[src/rtl/dmx_defines.vh]
// Register map, field positions, reset values and timing for the DMX receiver
`ifndef DMX_DEFINES_VH
`define DMX_DEFINES_VH

`define CLK_MHZ        250
`define CLK_NS         4
`define BIT_NS         4000
`define BIT_CYC        (`BIT_NS / `CLK_NS)
`define BREAK_US       88
`define BREAK_CYC      (`BREAK_US * `CLK_MHZ)
`define MAB_US         8
`define MAB_CYC        (`MAB_US * `CLK_MHZ)
`define MAB_SHORT_US   4
`define MAB_SHORT_CYC  (`MAB_SHORT_US * `CLK_MHZ)
`define HOLD_MS        1000
`define HOLD_CYC       (`HOLD_MS * 1000 * `CLK_MHZ)
`define FLASH_MS       125
`define FLASH_CYC      (`FLASH_MS * 1000 * `CLK_MHZ)

`define MAX_SLOTS      10'd512
`define NUM_CHAN       12
`define LAST_CHAN      10'd11
`define BAD_RUN        3'd4

`define REG_CTRL       8'h00
`define REG_STATUS     8'h04
`define REG_SLOTS      8'h08
`define REG_LEVEL0     8'h40

`define CTRL_LATCH     0
`define CTRL_SCENE     1
`define CTRL_SHORTMAB  2
`define CTRL_RESET     3'h0

`define ST_GREEN       0
`define ST_RED         1
`define ST_DMXGOOD     2
`define ST_GREENSOLID  3
`define ST_REDSOLID    4
`define ST_NULLPKT     5
`define ST_ADDRZERO    6

`define RESP_OKAY      2'b00
`define RESP_SLVERR    2'b10

`endif

[src/rtl/dmx_slot_receiver.v]
// Serial slot receiver with break and mark-after-break detection
`include "dmx_defines.vh"

module dmx_slot_receiver #(
  parameter [31:0] BREAK_CYC = `BREAK_CYC
) (
  input  wire       ref_clk,
  input  wire       rst,
  input  wire       rxLine,
  input  wire       allowShortMab,
  output reg        slotValid,
  output reg  [7:0] slotData,
  output reg        slotFirst,
  output reg        frameErr,
  output reg        mabErr,
  output reg        breakDet
);
  localparam ST_IDLE = 2'd0;
  localparam ST_BITS = 2'd1;
  localparam ST_LOW  = 2'd2;
  localparam [31:0] BIT_LAST  = `BIT_CYC - 1;
  localparam [31:0] BIT_MID   = `BIT_CYC / 2 - 1;
  localparam [31:0] BRK_LAST  = BREAK_CYC - 1;
  localparam [31:0] MAB_LONG  = `MAB_CYC;
  localparam [31:0] MAB_SHORT = `MAB_SHORT_CYC;

  reg  [1:0]  state_reg;
  reg  [9:0]  tick_reg;
  reg  [3:0]  bitIdx_reg;
  reg  [7:0]  shift_reg;
  reg         rxPrev_reg;
  reg  [15:0] lowCnt_reg;
  reg  [15:0] highCnt_reg;
  reg         afterBreak_reg;
  reg         mabOk_reg;
  reg         errPend_reg;
  wire [15:0] mabMin;

  assign mabMin = allowShortMab ? MAB_SHORT[15:0] : MAB_LONG[15:0];

  always @(posedge ref_clk or posedge rst) begin
    if (rst) begin
      state_reg      <= ST_IDLE;
      tick_reg       <= 10'h000;
      bitIdx_reg     <= 4'h0;
      shift_reg      <= 8'h00;
      rxPrev_reg     <= 1'b1;
      lowCnt_reg     <= 16'h0000;
      highCnt_reg    <= 16'h0000;
      afterBreak_reg <= 1'b0;
      mabOk_reg      <= 1'b0;
      errPend_reg    <= 1'b0;
      slotValid      <= 1'b0;
      slotData       <= 8'h00;
      slotFirst      <= 1'b0;
      frameErr       <= 1'b0;
      mabErr         <= 1'b0;
      breakDet       <= 1'b0;
    end else begin
      rxPrev_reg <= rxLine;
      slotValid  <= 1'b0;
      slotFirst  <= 1'b0;
      frameErr   <= 1'b0;
      mabErr     <= 1'b0;
      breakDet   <= 1'b0;
      if (rxLine)
        lowCnt_reg <= 16'h0000;
      else if (lowCnt_reg != 16'hffff)
        lowCnt_reg <= lowCnt_reg + 16'h0001;
      if (!rxLine)
        highCnt_reg <= 16'h0000;
      else if (highCnt_reg != 16'hffff)
        highCnt_reg <= highCnt_reg + 16'h0001;
      if (!rxLine && lowCnt_reg == BRK_LAST[15:0]) begin
        breakDet       <= 1'b1; // RL12
        afterBreak_reg <= 1'b1; // RL13
        mabOk_reg      <= 1'b0;
        errPend_reg    <= 1'b0;
        state_reg      <= ST_LOW; // RL22
      end else begin
        case (state_reg)
          ST_IDLE: begin
            if (rxPrev_reg && !rxLine) begin
              state_reg  <= ST_BITS;
              tick_reg   <= 10'h000;
              bitIdx_reg <= 4'h0;
              mabOk_reg  <= highCnt_reg >= mabMin; // RL15
            end
          end
          ST_BITS: begin
            if (tick_reg == BIT_LAST[9:0])
              tick_reg <= 10'h000;
            else
              tick_reg <= tick_reg + 10'h001;
            if (tick_reg == BIT_MID[9:0]) begin
              bitIdx_reg <= bitIdx_reg + 4'h1;
              if (bitIdx_reg == 4'h0) begin
                if (rxLine)
                  state_reg <= ST_IDLE;
              end else if (bitIdx_reg < 4'h9) begin
                shift_reg <= {rxLine, shift_reg[7:1]}; // RL20
              end else if (!rxLine) begin
                state_reg   <= ST_LOW;
                errPend_reg <= 1'b1;
              end else if (bitIdx_reg == 4'ha) begin
                state_reg      <= ST_IDLE; // RL22
                slotValid      <= 1'b1;
                slotData       <= shift_reg;
                slotFirst      <= afterBreak_reg & mabOk_reg; // RL16
                mabErr         <= afterBreak_reg & ~mabOk_reg;
                afterBreak_reg <= 1'b0;
              end
            end
          end
          ST_LOW: begin
            if (rxLine) begin
              state_reg   <= ST_IDLE;
              frameErr    <= errPend_reg;
              errPend_reg <= 1'b0;
            end
          end
          default: state_reg <= ST_IDLE;
        endcase
      end
    end
  end
endmodule

[src/rtl/dmx_receiver_status_leds.v]
// DMX level receiver with channel mapping, status LEDs and AXI4-Lite registers
//
// Summary of operation
// [RL1] Green steady when in-range channels are driven
// [RL2] Green flashes when good data misses our range
// [RL3] Red steady while stream stays bad
// [RL4] Red flashes once per bad packet
// [RL5] Red double-flashes when start address is zero
// [RL6] Channel LED brightness follows drive level
// [RL7] Latch or scene keeps channel LEDs lit
// [RL8] Failed phase single-flashes its channel group
// [RL9] Slots map to dimmers in arrival order
// [RL10] Transmitter sends break then zero start code
// [RL11] Slot value 0-255 is linear drive level
// [RL12] Low of 88 us or more is break
// [RL13] Break abandons packet, starts mark-after-break
// [RL14] Transmitter mark-after-break 8 us to 1 s
// [RL15] Accept 8 us mark, optionally 4 us
// [RL16] First good frame after break is start code
// [RL17] Nonzero start code packets carry no levels
// [RL18] Up to 512 level slots per packet
// [RL19] Short packets update only received slots
// [RL20] Frame: start, 8 data LSB first, 2 stops
// [RL21] Hold last levels at least one second
// [RL22] Survive repeated breaks, accept zero idle
// [RL23] Start address and next eleven slots are ours
//
// The implementer's own choices: the AXI4-Lite register port and the placing of the registers.
`include "dmx_defines.vh"

module dmx_receiver_status_leds #(
  parameter [31:0] BREAK_CYC = `BREAK_CYC,
  parameter [31:0] HOLD_CYC  = `HOLD_CYC,
  parameter [31:0] FLASH_CYC = `FLASH_CYC
) (
  input  wire        ref_clk,
  input  wire        rst,
  input  wire        rxLine,
  input  wire [9:0]  startAddr,
  input  wire [11:0] breakerTrip,
  input  wire [2:0]  phaseFail,
  input  wire [7:0]  awaddr,
  input  wire        awvalid,
  output reg         awready,
  input  wire [31:0] wdata,
  input  wire [3:0]  wstrb,
  input  wire        wvalid,
  output reg         wready,
  output reg  [1:0]  bresp,
  output reg         bvalid,
  input  wire        bready,
  input  wire [7:0]  araddr,
  input  wire        arvalid,
  output reg         arready,
  output reg  [31:0] rdata,
  output reg  [1:0]  rresp,
  output reg         rvalid,
  input  wire        rready,
  output reg         greenLed,
  output reg         redLed,
  output reg  [11:0] chanLed,
  output reg  [95:0] driveLevel
);
  integer k;

  wire       slotValid;
  wire [7:0] slotData;
  wire       slotFirst;
  wire       frameErr;
  wire       mabErr;
  wire       breakDet;

  reg  [2:0]  ctrl_reg;
  reg  [7:0]  dmxLevel [0:11];
  reg  [7:0]  localLevel [0:11];
  reg  [7:0]  drive_reg [0:11];
  reg         nullPkt_reg;
  reg         pktClean_reg;
  reg         inRangePkt_reg;
  reg  [9:0]  slotIdx_reg;
  reg  [9:0]  lastSlots_reg;
  reg         greenSolid_reg;
  reg  [2:0]  badRun_reg;
  reg  [31:0] hold_reg;
  reg  [31:0] redHold_reg;
  reg  [31:0] flashCnt_reg;
  reg  [2:0]  phase_reg;
  reg  [7:0]  pwm_reg;
  reg  [31:0] rd_next;

  wire [9:0] chanOfs;
  wire       inRange;
  wire       addrZero;
  wire       dmxGood;
  wire       localOn;
  wire       badEvent;
  wire       singleFl;
  wire       doubleFl;
  wire [3:0] wrSel;
  wire [3:0] rdSel;

  // Word index of a level register, 4'hf when not one
  function [3:0] levelSel;
    input [7:0] a;
    reg   [7:0] d;
    begin
      d = a - `REG_LEVEL0;
      if (a >= `REG_LEVEL0 && a[1:0] == 2'b00 && d[7:2] < 6'd12)
        levelSel = d[5:2];
      else
        levelSel = 4'hf;
    end
  endfunction

  dmx_slot_receiver #(
    .BREAK_CYC (BREAK_CYC)
  ) u_rx (
    .ref_clk       (ref_clk),
    .rst           (rst),
    .rxLine        (rxLine),
    .allowShortMab (ctrl_reg[`CTRL_SHORTMAB]),
    .slotValid     (slotValid),
    .slotData      (slotData),
    .slotFirst     (slotFirst),
    .frameErr      (frameErr),
    .mabErr        (mabErr),
    .breakDet      (breakDet)
  );

  assign addrZero = (startAddr == 10'h000);
  assign chanOfs  = slotIdx_reg - startAddr;
  assign inRange  = !addrZero && slotIdx_reg >= startAddr && chanOfs <= `LAST_CHAN; // RL23
  assign dmxGood  = (hold_reg != 32'h0);
  assign localOn  = ctrl_reg[`CTRL_LATCH] | ctrl_reg[`CTRL_SCENE];
  assign badEvent = frameErr | mabErr | (slotValid && nullPkt_reg && slotIdx_reg > `MAX_SLOTS);
  assign singleFl = (phase_reg == 3'h0);
  assign doubleFl = (phase_reg == 3'h0) || (phase_reg == 3'h2);
  assign wrSel    = levelSel(awaddr);
  assign rdSel    = levelSel(araddr);

  // Packet tracking and level capture
  always @(posedge ref_clk or posedge rst) begin
    if (rst) begin
      nullPkt_reg    <= 1'b0;
      pktClean_reg   <= 1'b0;
      inRangePkt_reg <= 1'b0;
      slotIdx_reg    <= 10'h000;
      lastSlots_reg  <= 10'h000;
      greenSolid_reg <= 1'b0;
      badRun_reg     <= 3'h0;
      hold_reg       <= 32'h0;
      redHold_reg    <= 32'h0;
      for (k = 0; k < `NUM_CHAN; k = k + 1)
        dmxLevel[k] <= 8'h00;
    end else begin
      if (hold_reg != 32'h0)
        hold_reg <= hold_reg - 32'h1; // RL21
      if (redHold_reg != 32'h0)
        redHold_reg <= redHold_reg - 32'h1;
      if (breakDet) begin
        nullPkt_reg <= 1'b0; // RL13
        if (nullPkt_reg) begin
          lastSlots_reg  <= slotIdx_reg - 10'h001;
          greenSolid_reg <= inRangePkt_reg; // RL2
          if (pktClean_reg)
            badRun_reg <= 3'h0;
        end
      end else if (slotValid && slotFirst) begin
        nullPkt_reg    <= (slotData == 8'h00); // RL17
        pktClean_reg   <= 1'b1;
        inRangePkt_reg <= 1'b0;
        slotIdx_reg    <= 10'h001; // RL9
        if (slotData == 8'h00)
          hold_reg <= HOLD_CYC; // RL21
      end else if (slotValid && nullPkt_reg) begin
        if (slotIdx_reg <= `MAX_SLOTS) begin // RL18
          slotIdx_reg <= slotIdx_reg + 10'h001; // RL9
          if (inRange) begin
            dmxLevel[chanOfs[3:0]] <= slotData; // RL11 RL19
            inRangePkt_reg         <= 1'b1;
            greenSolid_reg         <= 1'b1; // RL1
          end
        end
      end
      if (badEvent) begin
        pktClean_reg <= 1'b0;
        redHold_reg  <= FLASH_CYC; // RL4
        if (badRun_reg != `BAD_RUN)
          badRun_reg <= badRun_reg + 3'h1; // RL3
      end
    end
  end

  // Flash timebase and brightness ramp
  always @(posedge ref_clk or posedge rst) begin
    if (rst) begin
      flashCnt_reg <= 32'h0;
      phase_reg    <= 3'h0;
      pwm_reg      <= 8'h00;
    end else begin
      pwm_reg <= pwm_reg + 8'h01;
      if (flashCnt_reg >= FLASH_CYC - 32'h1) begin
        flashCnt_reg <= 32'h0;
        phase_reg    <= phase_reg + 3'h1;
      end else begin
        flashCnt_reg <= flashCnt_reg + 32'h1;
      end
    end
  end

  // Drive levels and indicators
  always @(posedge ref_clk or posedge rst) begin
    if (rst) begin
      greenLed   <= 1'b0;
      redLed     <= 1'b0;
      chanLed    <= 12'h000;
      driveLevel <= 96'h0;
      for (k = 0; k < `NUM_CHAN; k = k + 1)
        drive_reg[k] <= 8'h00;
    end else begin
      if (dmxGood)
        greenLed <= greenSolid_reg | phase_reg[0]; // RL1 RL2
      else
        greenLed <= 1'b0;
      if (addrZero)
        redLed <= doubleFl; // RL5
      else if (badRun_reg == `BAD_RUN)
        redLed <= 1'b1; // RL3
      else
        redLed <= (redHold_reg != 32'h0); // RL4
      for (k = 0; k < `NUM_CHAN; k = k + 1) begin
        if (dmxGood)
          drive_reg[k] <= dmxLevel[k];
        else if (localOn)
          drive_reg[k] <= localLevel[k]; // RL7
        else
          drive_reg[k] <= 8'h00;
        driveLevel[8*k +: 8] <= drive_reg[k];
        if (breakerTrip[k])
          chanLed[k] <= doubleFl;
        else if (phaseFail[k % 3])
          chanLed[k] <= singleFl; // RL8
        else
          chanLed[k] <= (drive_reg[k] == 8'hff) || (drive_reg[k] > pwm_reg); // RL6
      end
    end
  end

  // Register write channel
  always @(posedge ref_clk or posedge rst) begin
    if (rst) begin
      awready  <= 1'b0;
      wready   <= 1'b0;
      bvalid   <= 1'b0;
      bresp    <= `RESP_OKAY;
      ctrl_reg <= `CTRL_RESET;
      for (k = 0; k < `NUM_CHAN; k = k + 1)
        localLevel[k] <= 8'h00;
    end else begin
      awready <= 1'b0;
      wready  <= 1'b0;
      if (awvalid && wvalid && !awready && !bvalid) begin
        awready <= 1'b1;
        wready  <= 1'b1;
      end
      if (awready) begin
        bvalid <= 1'b1;
        bresp  <= `RESP_OKAY;
        if (awaddr == `REG_CTRL) begin
          if (wstrb[0])
            ctrl_reg <= wdata[2:0];
        end else if (wrSel != 4'hf) begin
          if (wstrb[0])
            localLevel[wrSel] <= wdata[7:0];
        end else if (awaddr != `REG_STATUS && awaddr != `REG_SLOTS) begin
          bresp <= `RESP_SLVERR;
        end
      end else if (bvalid && bready) begin
        bvalid <= 1'b0;
      end
    end
  end

  // Read data select
  always @* begin
    rd_next = 32'h0;
    if (araddr == `REG_CTRL) begin
      rd_next[2:0] = ctrl_reg;
    end else if (araddr == `REG_STATUS) begin
      rd_next[`ST_GREEN]      = greenLed;
      rd_next[`ST_RED]        = redLed;
      rd_next[`ST_DMXGOOD]    = dmxGood;
      rd_next[`ST_GREENSOLID] = greenSolid_reg;
      rd_next[`ST_REDSOLID]   = (badRun_reg == `BAD_RUN);
      rd_next[`ST_NULLPKT]    = nullPkt_reg;
      rd_next[`ST_ADDRZERO]   = addrZero;
    end else if (araddr == `REG_SLOTS) begin
      rd_next[9:0] = lastSlots_reg;
    end else if (rdSel != 4'hf) begin
      rd_next[7:0] = drive_reg[rdSel];
    end
  end

  // Register read channel
  always @(posedge ref_clk or posedge rst) begin
    if (rst) begin
      arready <= 1'b0;
      rvalid  <= 1'b0;
      rdata   <= 32'h0;
      rresp   <= `RESP_OKAY;
    end else begin
      arready <= 1'b0;
      if (arvalid && !arready && !rvalid)
        arready <= 1'b1;
      if (arready) begin
        rvalid <= 1'b1;
        rdata  <= rd_next;
        if (araddr == `REG_CTRL || araddr == `REG_STATUS || araddr == `REG_SLOTS || rdSel != 4'hf)
          rresp <= `RESP_OKAY;
        else
          rresp <= `RESP_SLVERR;
      end else if (rvalid && rready) begin
        rvalid <= 1'b0;
      end
    end
  end
endmodule

[config.mk]
export PLATFORM = sky130hd
export DESIGN_NAME = dmx_receiver_status_leds
export DESIGN_NICKNAME = d
export VERILOG_FILES = /design/src/rtl/dmx_slot_receiver.v /design/src/rtl/dmx_receiver_status_leds.v
export VERILOG_INCLUDE_DIRS = /design/src /design/src/rtl
export SDC_FILE = /design/constraint.sdc
export NUM_CORES = 1
export LEC_CHECK = 0
export BUFFER_PORTS_ARGS = -buffer_cell sky130_fd_sc_hd__buf_4
export CORE_ASPECT_RATIO = 1.75
export CORE_MARGIN = 4
export CORE_UTILIZATION = 60
export DETAILED_ROUTE_END_ITERATION = 7
export PLACE_DENSITY = 0.87
export RECOVER_POWER = 50
export SETUP_SLACK_MARGIN = 0.02
export SYNTH_ARGS = -nofsm -noshare
export SYNTH_HDL_FRONTEND = slang
export SYNTH_SLANG_ARGS = --single-unit
[constraint.sdc]
create_clock -name ref_clk -period 21.8 [get_ports ref_clk]
set_input_delay 2.18 -clock ref_clk [delete_from_list [all_inputs] [get_ports ref_clk]]
set_output_delay 2.18 -clock ref_clk [all_outputs]
set_load 0.03 [all_outputs]
[Yosys cells after proc, flatten, opt, wreduce, memory -nomap -nowiden]
Cells that the tools add are included.
Word-level totals
  output and inout bits: 151
  register bits: 626
  input bits: 85
Operators by class
  reduce and logical (&&, ||, !) cells: 90
  bitwise logic cells: 16
  eq/ne operators: 45
  $lt $le $gt $ge: 28
  $add $sub $neg: 15
  mux-type cells: 168
Operator list (number)
  $mux 8: 30
  $mux 32: 7
  $bwmux 96: 2
  $eq 8x8->1 const B: 12
  $gt 8x8->1: 12
  $mux 1: 86
  $demux 8 s4: 2
  $mux 16: 4
  $reduce_bool 32->1: 2
  $sub 32x1->32 const B: 2
  $mux 10: 5
  $reduce_bool 2->1: 19
  $add 16x1->16 const B: 2
  $add 32x1->32 const B: 1
  $bmux 8 s4: 1
  $ge 32x25->1 const B: 1
  $ne 16x16->1 const B: 2
  $mux 2: 13
  $logic_not 8->1: 3
  $logic_and 1x1->1: 21
  $mux 3: 7
  $add 10x1->10 const B: 2
  $pmux 10 s2: 1
  $eq 16x15->1 const B: 1
  other kinds (58): 124

[Longest topological paths before layout]
  word-level depth: 12
  depth in mapped cells: 13

[By module]
Synthesis repeated with hierarchy kept, for this count alone.
Second synthesis, totals
  cell total of the unflattened synthesis: 2690
  area total of the unflattened synthesis: 29697.2 um^2
Modules (own cells, without submodules)
  dmx_receiver_status_leds: cells each 2302, sequential area each 13788.2 um^2, area an instance 25688.4 um^2, times used 1
  dmx_slot_receiver: cells each 388, sequential area each 1828.0 um^2, area an instance 4008.8 um^2, times used 1

[Least setup slack after synthesis]
Ideal clock, no wire load.
  path type: input to register
  from: in startAddr[0]
  to: reg dmxLevel[16] in the netlist's numbering
  stages: 11
  path slack: 16539 ps
  arrival time: 5136 ps
  buffers on the path: 2
  cells stage by stage: ha_1 inv_1 fa_1 xnor2_1 o21ai_0 a211o_1 or4b_1 buf_6 buf_12 nor4_4 mux2_2
On the way
  cells in the longest elaborated chain, start to end: 7
  elaborated cells on any way between the ends: 15
  classes of those cells: add/sub: 1; order compare: 4; mux: 3; bitwise: 1; reduce/logical: 6
Ends and longest elaborated chain
  start, declared: line dmx_receiver_status_leds.v:39  | input wire [9:0] startAddr,
  $sub 10x10->10: line dmx_receiver_status_leds.v:131  | assign chanOfs = slotIdx_reg - startAddr;
  $not 4->5 (not written as such): line dmx_receiver_status_leds.v:179  | dmxLevel[chanOfs[3:0]] <= slotData;
  $ge 5x5->1 (not written as such) / $lt 5x1->1 (equally long branches): line dmx_receiver_status_leds.v:179
  $logic_and 1x1->1 (not written as such): line dmx_receiver_status_leds.v:179
  $mux 8 (not written as such): line dmx_receiver_status_leds.v:179
  $demux 8 s4: line dmx_receiver_status_leds.v:179
  $bwmux 96: line dmx_receiver_status_leds.v:179
  end signal, assigned by index: line dmx_receiver_status_leds.v:179
  end, declared: line dmx_receiver_status_leds.v:74  | reg [7:0] dmxLevel [0:11];
Parallel ways exist; a longest one is shown, timed or not.
A chain may end at the register's enable or synchronous reset.

==> results.cfg <==
[outcome]
status = complete, but fails checks
violations = max-capacitance violations, max-slew violations

[routing]
ant_nets = 0
wire_per_inst_um = 23.4
avgViaCountPerCell = 6.25
route.detailed.drc = 0
first_pass_iters = 6
vias = 22200
drt_wl_total_um = 83200
first_iter_violations = 2243

[synth]
synth-async-reset-ratio_pct = 100
ys_types = 91
synthFlopType = dfrtp_1
synth-edff-count = 0
ys_seq_area_share_pct = 53.4
syn_avg_cell_area_um2 = 10.8
ys_ff_latch = 624
yosys_warnings = 0
netlist_area_um2 = 29300
synthCells = 2701

[floorplanning]
die_h_um = 300
io_pins = 236
start_util_pct = 60.9
rows = 106
fp.dieW_um = 175
core_area_um2 = 48000
die_area_um2 = 52500

[sta]
worst_slew_pin_slew_ns = 5.27
finalCritPeriodShare_pct = 42.9
finClkSkew_ns = 0.0188
fin_setup_tns_ns = 0
setup_viol = 0
period_needed_ns = 9.35
drv_slew = 394
fmaxAchievable_ghz = 0.107
rsz0062_at_grt = no
hold_viol = 0
relSlewSlack_pct = -253

[power_and_ir_drop]
power_frac_seq_pct = 49.0
p_per_area_nw_per_um2 = 79.0
swShare_pct = 26.3
ir_drop_mv = 0.0822
power_leakage_nw = 15.9
combPwrFrac_pct = 10.3
power.switching_w = 0.000674
intPower_w = 0.00189
clockPowerShare_pct = 40.7
p_total_w = 0.00257

[setup_path]
rrSetupSlack_ns = 15.76
slowest_delay_ns = 2.91
cp_slowest_cell = clkinvlp_2
crit_arrival_ns = 9.91
path_max_fanout = 196
crit_buf_inv = 5
rr_worst_depth = 10
critical_path_depth = 5
worstSetupPathType = input port to async pin
startpoint_type = input port
endpoint_kind = async pin
crit_chain = clkbuf_4, clkinvlp_2, clkbuf_1, buf_12, buf_4
critPathRequiredTime_ns = 22.36
critPathTopFamily = buffers and inverters

[global_routing]
grt_max_degree = 197
overflow = 0
grt_pass1_vias = 22800
grt_pass1_wl_um = 129000
grt_antenna_before_repair = 0
grt_usage_pct = 31.3

[place]
gp_congestion = 0.995
hpwl_um = 58000
io_buffers = 184

[clock_network]
post_cts_buffers = 0
numCtsBuffers = 53
cts_max_level = 2
cts_tree = yes
clockBufferDepth = 3
clock_latency_ns = 0.60
cts_root_buf = clkbuf_16
cts_hold_buf = 0
clk_pin_slew_ns = 0.07
cts_sinks = 624
ctsResizeCount = 0

[cells_and_area]
final_cell_mix = dfrtp_1 (623), nand2_1 (347), mux2_2 (214)
fin_nets = 3080
nFillCells = 3496
finish.utilization_pct = 67.7
layout_commonest_cell = dfrtp_1
area_growth_pct = 11.1
multi_input_area_um2 = 12800
layout-drive-gt1-share_pct = 14.4
register_area_um2 = 15600

[run]
drv_cap = 5

[min_path]
min_path_cells = 0
hold_path_class = register to register
-- power by group through the flow --
stage	logic (W)	registers (W)	clock network, W
floorplan	0.000163	0.00130	0
global placement	0.000259	0.00127	0
detailed placement	0.000274	0.00128	0
CTS	0.000276	0.00126	0.00106
global route	0.000291	0.00127	0.00110
finish	0.000264	0.00126	0.00105
-- synthesized netlist by cell type, types with 5 or more instances --
cell,instances,area [um2]
a21o_1,26,195
a211oi_1,11,82.6
xor2_1,46,403
buf_2,11,55.1
clkbuf_1,80,300
nand2b_1,18,113
ha_1,133,1660
nor3b_1,6,45.0
mux2i_1,22,220
xnor2_1,75,657
o21ai_0,85,425
nand3b_1,5,37.5
buf_4,26,195
and3_1,22,138
or2_2,8,50.1
nor4_1,33,206
nand2_1,347,1300
nand3_1,175,876
or4_1,16,120
mux2_2,214,2410
o21a_1,13,97.6
o31ai_1,17,128
a21oi_1,72,360
mux4_2,5,113
a31oi_1,26,163
inv_1,98,368
nor3_1,61,305
dfrtp_1,623,15600
or3_1,23,144
nor4_4,6,128
nor2b_1,26,163
nand4_1,51,319
nor2_1,197,739
o211ai_1,11,82.6
buf_1,5,18.8
and2_1,9,56.3
-- metrics by stage --
step,instances,area (um2),hold WS (ns),setup WS [ns]
floorplan,2731,29400,0.374,2.15
global placement,3454,31100,0.441,15.91
detailed placement,3454,31100,0.434,15.83
CTS,3554,33000,0.452,16.46
global route,3554,32500,0.468,10.96
finish,3555,32500,0.450,12.45
-- final timing paths --
path | to | startpoint
max in group ref_clk | hold_reg[7] | hold_reg[0]
min reg2reg | driveLevel[72] | drive_reg[16]
min in group asynchronous | driveLevel[18] | rst
max reg2reg | hold_reg[7] | hold_reg[0]
max | pwm_reg[7] | rst
min | driveLevel[72] | drive_reg[16]
-- routing by layer --
| metal | vias to the layer above | part of all wire, % | track usage, % |
|---|---|---|---|
| met5 | - | 0 | 0 |
| met4 | 0 | 8.2 | 21.1 |
| met3 | 362 | 6.6 | 4.89 |
| met2 | 1143 | 51 | 55.0 |
| met1 | 11000 | 34 | 34.9 |
| li1 | 9699 | - | - |
-- kinds of logic after synthesis --
family / synth area share, %
and+or+nand+nor: 17.5
DFF: 53.4
AOI/OAI and AO/OA: 6.89
muxes: 9.42
buffers and inverters: 3.40
adders and majority gates: 5.76
xor gates and xnor gates: 3.62
other: 0.0128
-- final cells by class --
class | instances | area share (%)
Antenna cell | 1 | 0.00770
Sequential cell | 624 | 48.0
Clock buffer | 65 | 4.50
Inverter | 99 | 1.15
Tap cell | 648 | 2.49
Multi-Input combinational cell | 1882 | 39.2
Timing Repair Buffer | 201 | 3.13
Clock inverter | 35 | 1.47
No activity file was read; power rests on OpenSTA's default activity.
